[src/include/refresh_wait_pkg.sv]
package refresh_wait_pkg;

  // Register offsets on the internal I/O port.
  localparam logic [7:0] WAIT_AND_DMA_CONTROL_OFFSET = 8'h32;
  localparam logic [7:0] REFRESH_CONTROL_OFFSET      = 8'h36;

  // Field positions of refresh_control.
  localparam int REFRESH_ENABLE_BIT       = 7;
  localparam int REFRESH_WAIT_SELECT_BIT  = 6;
  localparam int REFRESH_INTERVAL_LSB     = 0;

  // Field positions of wait_and_dma_control.
  localparam int MEMORY_WAIT_LSB          = 6;
  localparam int IO_WAIT_LSB              = 4;
  localparam int DMA_FIELDS_LSB           = 0;

  // Values after reset.
  localparam logic       REFRESH_ENABLE_RESET      = 1'b1;
  localparam logic       REFRESH_WAIT_SELECT_RESET = 1'b1;
  localparam logic [1:0] REFRESH_INTERVAL_RESET    = 2'h0;
  localparam logic [1:0] MEMORY_WAIT_RESET         = 2'h3;
  localparam logic [1:0] IO_WAIT_RESET             = 2'h3;
  localparam logic [3:0] DMA_FIELDS_RESET          = 4'h0;
  localparam logic [7:0] REFRESH_ADDR_RESET        = 8'h00;

  // Refresh insertion intervals in clock states.
  localparam logic [6:0] INTERVAL_STATES_0 = 7'd10;
  localparam logic [6:0] INTERVAL_STATES_1 = 7'd20;
  localparam logic [6:0] INTERVAL_STATES_2 = 7'd40;
  localparam logic [6:0] INTERVAL_STATES_3 = 7'd80;

  // Refresh cycle lengths in clocks, minus one as loaded into the length counter.
  localparam logic [1:0] REFRESH_SHORT_LAST = 2'd1;
  localparam logic [1:0] REFRESH_LONG_LAST  = 2'd2;

  // Extra I/O wait added on top of the coded field.
  localparam logic [2:0] IO_WAIT_BASE = 3'd1;

  // Software bound on refresh spacing and its cycle count at 50 MHz.
  localparam int CLK_PERIOD_PS         = 20000;
  localparam int REFRESH_LIMIT_PS      = 15625000;
  localparam int REFRESH_LIMIT_CYCLES  = REFRESH_LIMIT_PS / CLK_PERIOD_PS;

  // Refresh sequencer states.
  typedef enum logic [1:0] {
    REFRESH_IDLE = 2'b01,
    REFRESH_BUSY = 2'b10
  } refresh_state_type;

  // Register port request.
  typedef struct packed {
    logic [7:0] addr;
    logic [7:0] wdata;
    logic       write;
    logic       read;
  } reg_req_type;

  // Processor machine cycle events.
  typedef struct packed {
    logic machine_cycle_end;
    logic access_start;
    logic access_is_io;
  } cpu_cycle_type;

  // Conditions that hold refresh off.
  typedef struct packed {
    logic external_bus_grant;
    logic sleep_mode;
    logic external_wait;
  } bus_status_type;

  // Decodes the interval select into clock states.
  function automatic logic [6:0] interval_states(input logic [1:0] sel);
    unique case (sel)
      2'h0: interval_states = INTERVAL_STATES_0;
      2'h1: interval_states = INTERVAL_STATES_1;
      2'h2: interval_states = INTERVAL_STATES_2;
      2'h3: interval_states = INTERVAL_STATES_3;
    endcase
  endfunction

  // Wait states for one access, memory or I/O.
  function automatic logic [2:0] access_waits(input logic is_io, input logic [1:0] mem_code,
                                              input logic [1:0] io_code);
    access_waits = is_io ? (IO_WAIT_BASE + {1'b0, io_code}) : {1'b0, mem_code};
  endfunction

endpackage

[src/design/dram_refresh_wait_ctrl.sv]
// Functional notes
// - Refresh only while refresh_enable set; reset sets it.
// - Refresh lasts two clocks, three with wait.
// - Interval select gives 10/20/40/80 states.
// - After reset: every 10 clocks, 3 long.
// - No refresh in reset, grant, sleep, wait.
// - Interval timer keeps counting during bus grant.
// - Sleep request latched, served after sleep ends.
// - Later refreshes follow the timer alone.
// - Address advances once per performed refresh.
// - Memory wait field adds 0 to 3.
// - I/O wait field adds 1 to 4.
// - I/O waits extend the 3-clock cycle.
`timescale 1ns/1ps
`default_nettype none

module dram_refresh_wait_ctrl (
  // Clock and reset.
  input  wire logic                            core_clk,
  input  wire logic                            rst_n,
  // Internal I/O register port.
  input  wire refresh_wait_pkg::reg_req_type   reg_req,
  output logic [7:0]                           reg_rdata,
  // Processor machine cycles.
  input  wire refresh_wait_pkg::cpu_cycle_type cpu_cycle,
  // Bus ownership and stall conditions.
  input  wire refresh_wait_pkg::bus_status_type bus_status,
  // Wait request towards the processor and DMA unit.
  output logic                                 wait_request,
  // Refresh cycle outputs.
  output logic                                 refresh_active,
  output logic                                 refresh_extra_wait_state,
  output logic [7:0]                           refresh_addr
);

  // Whole block state in one record.
  typedef struct packed {
    refresh_wait_pkg::refresh_state_type state;
    logic                                pending;
    logic                                long_cycle;
    logic [1:0]                          len_left;
    logic                                active;
    logic                                extra_wait;
    logic [7:0]                          addr;
    logic                                refresh_enable;
    logic                                refresh_wait_select;
    logic [1:0]                          refresh_interval_select;
    logic [1:0]                          memory_wait_count;
    logic [1:0]                          io_wait_count;
    logic [3:0]                          dma_fields;
    logic [7:0]                          rdata;
  } ctrl_state_type;

  ctrl_state_type cur;
  ctrl_state_type next_cur;

  logic       refresh_tick;
  logic       wait_active;
  logic       hit_wait_reg;
  logic       hit_refresh_reg;
  logic       may_start;
  logic [2:0] access_wait_count;

  // Interval timer that raises a request every selected number of states.
  refresh_interval_timer u_interval_timer (
    .core_clk        (core_clk),
    .rst_n           (rst_n),
    .interval_select (cur.refresh_interval_select),
    .refresh_tick    (refresh_tick)
  );

  // Wait states for the access that begins now.
  assign access_wait_count = refresh_wait_pkg::access_waits(cpu_cycle.access_is_io,
                                                            cur.memory_wait_count,
                                                            cur.io_wait_count);

  // Counter that stretches memory and I/O accesses.
  wait_state_counter u_wait_counter (
    .core_clk    (core_clk),
    .rst_n       (rst_n),
    .load        (cpu_cycle.access_start),
    .wait_count  (access_wait_count),
    .wait_active (wait_active)
  );

  // Register address decode.
  assign hit_wait_reg    = (reg_req.addr == refresh_wait_pkg::WAIT_AND_DMA_CONTROL_OFFSET);
  assign hit_refresh_reg = (reg_req.addr == refresh_wait_pkg::REFRESH_CONTROL_OFFSET);

  // A refresh may begin only at a boundary while the processor owns the bus and runs.
  assign may_start = cpu_cycle.machine_cycle_end
                   & ~bus_status.external_bus_grant
                   & ~bus_status.sleep_mode
                   & ~bus_status.external_wait
                   & ~wait_active;

  // Register writes and read-back data.
  always_comb begin
    next_cur = cur;

    // Software writes to the control registers.
    if (reg_req.write && hit_refresh_reg) begin
      next_cur.refresh_enable          = reg_req.wdata[refresh_wait_pkg::REFRESH_ENABLE_BIT];
      next_cur.refresh_wait_select     = reg_req.wdata[refresh_wait_pkg::REFRESH_WAIT_SELECT_BIT];
      next_cur.refresh_interval_select =
        reg_req.wdata[refresh_wait_pkg::REFRESH_INTERVAL_LSB +: 2];
    end
    if (reg_req.write && hit_wait_reg) begin
      next_cur.memory_wait_count = reg_req.wdata[refresh_wait_pkg::MEMORY_WAIT_LSB +: 2];
      next_cur.io_wait_count     = reg_req.wdata[refresh_wait_pkg::IO_WAIT_LSB +: 2];
      next_cur.dma_fields        = reg_req.wdata[refresh_wait_pkg::DMA_FIELDS_LSB +: 4];
    end

    // Read data is registered one clock after the read strobe; other addresses read zero.
    next_cur.rdata = 8'h00;
    if (reg_req.read && hit_refresh_reg) begin
      next_cur.rdata[refresh_wait_pkg::REFRESH_ENABLE_BIT]      = cur.refresh_enable;
      next_cur.rdata[refresh_wait_pkg::REFRESH_WAIT_SELECT_BIT] = cur.refresh_wait_select;
      next_cur.rdata[refresh_wait_pkg::REFRESH_INTERVAL_LSB +: 2] = cur.refresh_interval_select;
    end else if (reg_req.read && hit_wait_reg) begin
      next_cur.rdata[refresh_wait_pkg::MEMORY_WAIT_LSB +: 2] = cur.memory_wait_count;
      next_cur.rdata[refresh_wait_pkg::IO_WAIT_LSB +: 2]     = cur.io_wait_count;
      next_cur.rdata[refresh_wait_pkg::DMA_FIELDS_LSB +: 4]  = cur.dma_fields;
    end

    // Refresh sequencer.
    unique case (cur.state)
      refresh_wait_pkg::REFRESH_IDLE: begin
        next_cur.active     = 1'b0;
        next_cur.extra_wait = 1'b0;
        if (cur.pending && cur.refresh_enable && may_start) begin
          next_cur.state      = refresh_wait_pkg::REFRESH_BUSY;
          next_cur.pending    = 1'b0;
          next_cur.active     = 1'b1;
          next_cur.long_cycle = cur.refresh_wait_select;
          next_cur.len_left   = cur.refresh_wait_select ? refresh_wait_pkg::REFRESH_LONG_LAST
                                                        : refresh_wait_pkg::REFRESH_SHORT_LAST;
        end
      end
      refresh_wait_pkg::REFRESH_BUSY: begin
        if (cur.len_left == 2'd0) begin
          // Cycle done: the next refresh uses the following row.
          next_cur.state      = refresh_wait_pkg::REFRESH_IDLE;
          next_cur.active     = 1'b0;
          next_cur.extra_wait = 1'b0;
          next_cur.addr       = cur.addr + 8'h01;
        end else begin
          next_cur.len_left   = cur.len_left - 2'd1;
          next_cur.extra_wait = cur.long_cycle && (cur.len_left == 2'd1);
        end
      end
    endcase

    // A new request overwrites any held one; it wins over the clear at start.
    if (refresh_tick) begin
      next_cur.pending = 1'b1;
    end

    // Disabled refresh drops any held request.
    if (!next_cur.refresh_enable) begin
      next_cur.pending = 1'b0;
    end
  end

  // State register with synchronous reset.
  always_ff @(posedge core_clk) begin
    if (!rst_n) begin
      cur.state                   <= refresh_wait_pkg::REFRESH_IDLE;
      cur.pending                 <= 1'b0;
      cur.long_cycle              <= 1'b0;
      cur.len_left                <= 2'd0;
      cur.active                  <= 1'b0;
      cur.extra_wait              <= 1'b0;
      cur.addr                    <= refresh_wait_pkg::REFRESH_ADDR_RESET;
      cur.refresh_enable          <= refresh_wait_pkg::REFRESH_ENABLE_RESET;
      cur.refresh_wait_select     <= refresh_wait_pkg::REFRESH_WAIT_SELECT_RESET;
      cur.refresh_interval_select <= refresh_wait_pkg::REFRESH_INTERVAL_RESET;
      cur.memory_wait_count       <= refresh_wait_pkg::MEMORY_WAIT_RESET;
      cur.io_wait_count           <= refresh_wait_pkg::IO_WAIT_RESET;
      cur.dma_fields              <= refresh_wait_pkg::DMA_FIELDS_RESET;
      cur.rdata                   <= 8'h00;
    end else begin
      cur <= next_cur;
    end
  end

  // Outputs straight from flip-flops.
  assign reg_rdata                = cur.rdata;
  assign wait_request             = wait_active;
  assign refresh_active           = cur.active;
  assign refresh_extra_wait_state = cur.extra_wait;
  assign refresh_addr             = cur.addr;

endmodule

`default_nettype wire

[src/design/refresh_interval_timer.sv]
`timescale 1ns/1ps
`default_nettype none

module refresh_interval_timer (
  // Clock and reset.
  input  wire logic       core_clk,
  input  wire logic       rst_n,
  // Interval control.
  input  wire logic [1:0] interval_select,
  // Request pulse.
  output logic            refresh_tick
);

  typedef struct packed {
    logic [6:0] count;
    logic       tick;
  } timer_state_type;

  timer_state_type cur;
  timer_state_type next_cur;

  // Free-running count that wraps at the selected interval, even while the bus is away.
  always_comb begin
    next_cur      = cur;
    next_cur.tick = 1'b0;
    if (cur.count >= refresh_wait_pkg::interval_states(interval_select) - 7'd1) begin
      next_cur.count = 7'd0;
      next_cur.tick  = 1'b1;
    end else begin
      next_cur.count = cur.count + 7'd1;
    end
  end

  // Only reset stops the timer.
  always_ff @(posedge core_clk) begin
    if (!rst_n) begin
      cur <= '0;
    end else begin
      cur <= next_cur;
    end
  end

  assign refresh_tick = cur.tick;

endmodule

`default_nettype wire

[src/design/wait_state_counter.sv]
`timescale 1ns/1ps
`default_nettype none

module wait_state_counter (
  // Clock and reset.
  input  wire logic       core_clk,
  input  wire logic       rst_n,
  // Load request.
  input  wire logic       load,
  input  wire logic [2:0] wait_count,
  // Wait output.
  output logic            wait_active
);

  typedef struct packed {
    logic [2:0] remaining;
    logic       busy;
  } wait_state_type;

  wait_state_type cur;
  wait_state_type next_cur;

  // Holds busy for exactly wait_count clocks after the load.
  always_comb begin
    next_cur = cur;
    if (load) begin
      next_cur.busy      = (wait_count != 3'd0);
      next_cur.remaining = (wait_count != 3'd0) ? wait_count - 3'd1 : 3'd0;
    end else if (cur.busy) begin
      if (cur.remaining == 3'd0) begin
        next_cur.busy = 1'b0;
      end else begin
        next_cur.remaining = cur.remaining - 3'd1;
      end
    end
  end

  // State register.
  always_ff @(posedge core_clk) begin
    if (!rst_n) begin
      cur <= '0;
    end else begin
      cur <= next_cur;
    end
  end

  assign wait_active = cur.busy;

endmodule

`default_nettype wire

[config.mk]
export PLATFORM = sky130hd
export DESIGN_NAME = dram_refresh_wait_ctrl
export DESIGN_NICKNAME = d
export VERILOG_FILES = /design/src/include/refresh_wait_pkg.sv /design/src/design/dram_refresh_wait_ctrl.sv /design/src/design/refresh_interval_timer.sv /design/src/design/wait_state_counter.sv
export SDC_FILE = /design/constraint.sdc
export NUM_CORES = 1
export LEC_CHECK = 0
export BUFFER_PORTS_ARGS = -buffer_cell sky130_fd_sc_hd__buf_4
export CORE_ASPECT_RATIO = 2
export CORE_MARGIN = 2
export CORE_UTILIZATION = 49
export DETAILED_ROUTE_END_ITERATION = 6
export HOLD_SLACK_MARGIN = 0.12
export PLACE_DENSITY = 0.75
export REMOVE_ABC_BUFFERS = 1
export SKIP_LAST_GASP = 1
export SLEW_MARGIN = 20
export SYNTH_ARGS = -nofsm -noshare
export SYNTH_HDL_FRONTEND = slang
export SYNTH_HIERARCHICAL = 1
export SYNTH_SLANG_ARGS = --single-unit
[constraint.sdc]
create_clock -name core_clk -period 1.9 [get_ports core_clk]
set_input_delay 0.095 -clock core_clk [delete_from_list [all_inputs] [get_ports core_clk]]
set_output_delay 0.095 -clock core_clk [all_outputs]
set_load 0.03 [all_outputs]
### After elaboration in Yosys (flattened, before gate mapping)

Index checks and enable logic that the tools add are counted.
W data, S select, Z words.

* muxes and demuxes: 22
* reductions and logical operators: 23
* bitwise gates (word level): 10
* equal/unequal tests: 12
* magnitude comparators: 1
* add/sub/neg operators: 7

Operators by type and width (number)
* $pmux W7 S4: 1
* $eq A8 B6 Y1 const B: 2
* $reduce_and A2 Y1: 7
* $mux W2: 6
* $mux W4: 3
* $mux W3: 3
* $add A8 B1 Y8 const B: 1
* $mux W8: 1
* $ne A2 B2 Y1 const B: 4
* $pmux W4 S2: 1
* $add A7 B1 Y7 const B: 1
* $ge A7 B7 Y1: 1
* $logic_and A1 B1 Y1: 7
* $mux W7: 1
* $sub A7 B1 Y7 const B: 1
* $eq A2 B1 Y1 const B: 3
* $eq A2 B2 Y1 const B: 3
* $not A1 Y1: 6
* $reduce_bool A2 Y1: 3
* $sub A3 B1 Y3 const B: 2
* $mux W1: 5
* $and A1 B1 Y1: 4
* $logic_not A2 Y1: 2
* $pmux W2 S2: 1
* other kinds (6): 6

* output and inout bits: 19
* flip-flop bits (word level): 48
* logic and storage cells: 94
* input port bits: 26

### Logic depth before layout (Yosys ltp)

* depth in word-level cells: 9
* mapped depth: 7

### By module

Netlist, hierarchy kept.

By module, submodules not included
* dram_refresh_wait_ctrl: instances 1, area each 1607.8 um^2, cells each 169, sequential area each 720.7 um^2
* refresh_interval_timer: instances 1, area each 514.2 um^2, cells each 54, sequential area each 160.2 um^2
* wait_state_counter: instances 1, area each 264.0 um^2, cells each 30, sequential area each 80.1 um^2

### Worst setup path after synthesis

No wires, ideal clock.

* path type: register to register
* start point: register cur[16] in the netlist's numbering
* end point: register u_interval_timer/cur[3] in the netlist's numbering
* required time: 1.764 ns
* setup slack: 0.018 ns
* data arrival time: 1.746 ns
* library setup time: 0.136 ns
* cell stages (with the launch flop): 8
* cells stage by stage: dfxtp_1 -> inv_1 -> ha_1 -> or2_2 -> ha_1 -> nor2_1 -> nor4_4 -> nor3_1

* cells in the longest elaborated chain, start to end: 5
* elaborated cells on any way between the ends: 8
* classes of those cells: 1 x add/sub; 1 x order compare; 3 x eq/ne; 1 x mux; 2 x reduce/logical

Ends and longest elaborated chain
* start, declared: line dram_refresh_wait_ctrl.sv:54 `ctrl_state_type cur;`
* start signal, assigned: line dram_refresh_wait_ctrl.sv:183 `cur <= next_cur;`
* $eq A2 B2 Y1, or another cell as far along: line refresh_wait_pkg.sv:74 `unique case (sel)`
* $pmux W7 S4 *: line refresh_wait_pkg.sv:74
* $sub A7 B1 Y7 *: line refresh_interval_timer.sv:26 `if (cur.count >= refresh_wait_pkg::interval_states(interval_select) - 7'd1) begin`
* $ge A7 B7 Y1 *: line refresh_interval_timer.sv:26
* $reduce_or A2 Y1 (no line) *
* end signal, assigned: line refresh_interval_timer.sv:39 `cur <= next_cur;`
* end, declared: line refresh_interval_timer.sv:19 `timer_state_type cur;`

Mark *: on every way between the ends. The rest lies on a longest branch, timed or not. The select of a mux whose other input is x is not followed.
A chain may end at the register's enable or synchronous reset.

### Final worst setup path

* start point: register cur[16] in the netlist's numbering
* end point: register u_interval_timer/cur[1] in the netlist's numbering

Same word-level chain as after synthesis.

==> metrics.md <==
| Metric | Value |
|---|---|
| Hold endpoint | `u_wait_counter/cur[2]$_SDFFE_PN0P_` |
| Critical path fanouts, max | `8` |
| CP startpoint kind | `flop` |
| Fraction of layout cells with a size suffix above 1 | `24.34%` |
| Post-synthesis instance total | `253` |
| Worst Clk Skew | `7.164 ps` |
| Critical R2R Capture | `u_interval_timer/cur[1]$_SDFF_PP0_` |
| CP required | `2070 ps` |
| Setup crit start | `cur[16]$_SDFFE_PN0N_` |
| Clk_lat worst skew | `290 ps` |
| Chip Width | `53.35 um` |
| Layout overhead on the synthesized area | `24.28%` |
| Peak supply drop | `752.2 uV` |
| IO Pins | `45` |
| Status | `complete, no violations` |
| Mapped cell area | `0.002386 mm^2` |
| Worst reg2reg path depth | `8` |
| Worst-Margin Slew | `523.5 ps` |
| Post-synth EDFFs | `0` |
| Die height | `102.7 um` |
| Router iterations before antenna repair | `4` |
| First-pass GRT wire length | `7824 um` |
| Final hold violation count | `0` |
| Core ar. | `0.004775 mm^2` |
| CP top delay family | `simple AND/OR/NAND/NOR gates` |
| GPL Wtd Cong | `0.8316` |
| Worst-path clk slew | `80 ps` |
| Final min period | `1818 ps` |
| Slowest-stage cell, CP | `dfxtp_2` |
| Hold slack | `210.1 ps` |
| Largest net degree at the start of global routing | `19` |
| WL per Instance | `13.16 um` |
| Crit path arrival time | `1990 ps` |
| Sequential share of the synthesized area | `40.27%` |
| Via count | `1,882` |
| CTS tree | `done` |
| Asr flop ratio synth | `0%` |
| Pleak | `1.316 nW` |
| # port buffers | `44` |
| Commonest cells after routing, fill and taps aside | `50 x buf_4, 46 x dfxtp_1, 28 x nor2_1, 20 x nand2_1` |
| R2R Setup Slk | `80 ps` |
| Vias/cell | `5.213` |
| TritonCTS Sinks | `48` |
| Hpwl dp | `3397 um` |
| Final WL | `4751 um` |
| FF+latch count, synth | `48` |
| Slew Viols, Final | `0` |
| WHS Path Cells | `4` |
| DRC viols | `0` |
| Nets | `350` |
| GRT Overall Usage | `18.64%` |
| Initial antenna violation count | `0` |
| Worst Min Path Start | `cpu_cycle[0]` |
| # rows | `36` |
| Most common cell after layout, fill and taps aside | `buf_4` |
| Detail Route Antenna Nets | `0` |
| Total congestion overflow | `0` |
| Crit Path Category | `flop to flop` |
| Via count of the first global-routing pass | `1,857` |
| Root buffer cell | `clkbuf_8` |
| Mean post-synth cell area | `9.431 um^2` |
| Synth warn | `6` |
| Design Power | `0.001764 W` |
| CTS buffer count | `5` |
| Setup violators final | `0` |
| Slew HR | `64.88%` |
| Predominant post-synthesis flop cell | `dfxtp_1` |
| H-tree Lvls | `2` |
| Post-synthesis cell type count | `46` |
| Slowest Stage Delay on Critical Path | `350 ps` |
| Maximum clock insertion buffer count | `2` |
| Max Freq | `550.0 MHz` |
| Critical-path cell list | `inv_2, ha_2, or2_2, ha_4, nor2_1, nor4_4, buf_6, nor3_2` |
| Power per cell area | `594.9 mW/mm^2` |
| FF-to-FF Start | `cur[16]$_SDFFE_PN0N_` |
| ANT cells | `0` |
| Worst Hold Class | `input pin to flop` |
| Die ar. | `0.005478 mm^2` |
| Iteration-0 DRC Markers | `25` |
| Max Cap Viol | `0` |
| Final Cycle Share | `95.69%` |
| CP Buf/Inv Count | `2` |
| Starting Density | `49.97%` |
| Final setup TNS | `0 ps` |
| Crit path capture type | `flop` |
## cell usage after synthesis (3+ instances only)
master    instances  share of area [%]
dfxtp_1          48                 40
nor2_1           28                4.4
ha_1             20                 10
nand2_1          20                3.1
mux2i_1          18                7.6
buf_4            16                5.0
inv_1            14                2.2
a21oi_1           7                1.5
nor3_1            7                1.5
nor3b_1           7                2.2
o21ai_0           5                1.0
xnor2_1           5                1.8
xor2_1            5                1.8
a211oi_1          4                1.3
nand3_1           4               0.84
nand3b_1          4                1.3
nand4_1           4                1.0
or3_1             4                1.0
clkbuf_1          3               0.47
## metal layers
layer  track usage (%)  vias up  wire (um)
li1                  -      957          -
met1             21.32      857       1999
met2             33.33       57       2412
met3             4.058       11        279
met4             5.720        0         59
met5                 0        -          0
## tightest hold or removal path: cells and delay by family
family | cells | cell delay [ps]
AOI/OAI and AO/OA | 1 | 80
buffers and inverters | 1 | 100
muxes | 1 | 90
and+or+nand+nor | 1 | 80
## flip-flops by register name, summed over array words and instances (netlist names)
register                       flops
cur                               18
refresh_active                     1
u_wait_counter/wait_active         1
refresh_addr                       8
u_interval_timer/cur               7
u_wait_counter/cur                 3
reg_rdata                          8
u_interval_timer/refresh_tick      1
refresh_extra_wait_state           1
## how the worst max path moves through the flow
stage                     cells after the start  slack, ps                                  endpoint
final                                         8         80        u_interval_timer/cur[1]$_SDFF_PP0_
after CTS                                     7         30        u_interval_timer/cur[3]$_SDFF_PP0_
after global routing                          8         -5  u_interval_timer/refresh_tick$_SDFF_PN0_
after global placement                        7        -10        u_interval_timer/cur[5]$_SDFF_PP0_
after floorplan                               7         20        u_interval_timer/cur[3]$_SDFF_PP0_
after detailed placement                      7        -70  u_interval_timer/refresh_tick$_SDFF_PN0_
## cells by family (layout without fill, tap and decap cells)
logic type	count (synthesis)	count (layout)	synth area share, %
and+or+nand+nor	91	91	20.87
DFF	48	48	40.27
buffers and inverters	36	87	8.285
AOI/OAI and AO/OA	28	28	7.919
adders and majority gates	20	20	10.49
muxes	20	20	8.495
xor gates and xnor gates	10	10	3.671
## stage by stage
step,cell area (um^2),worst slack (ps),util (%),cells
6_report,2965,81.94,62.11,361
4_1_cts,2920,28.36,61.16,359
3_3_place_gp,2684,-12.39,56.21,338
5_1_grt,2965,-5.297,62.11,361
3_5_place_dp,2684,-69.16,56.21,338
2_1_floorplan,2245,17.86,-,232
## what timing repair did
item,CTS,global route
setup endpoints to repair,8,8
hold endpoints to repair,21,0
buffers inserted,1,2
resized for setup,5,7
pin swaps,2,3
hold buffers,14,0
## layout make-up
type	count	area, um^2
tap	57	71.32
clock buffer	6	72.57
inverter	15	56.30
clock inverter	1	5.005
fill	420	1809
timing repair buffer	65	526.8
sequential	48	963.4
multi-input combinational	169	1270
## power breakdown
| part | internal (W) | switching [W] | leakage [nW] | total (W) |
|---|---|---|---|---|
| combinational | 0.000102 | 0.0000777 | 0.886 | 0.000179 |
| clock | 0.000251 | 0.000303 | 0.0410 | 0.000553 |
| sequential | 0.00102 | 0.0000134 | 0.389 | 0.00103 |
| total | 0.00137 | 0.000394 | 1.32 | 0.00176 |
Power figures use the tool's default switching activity.
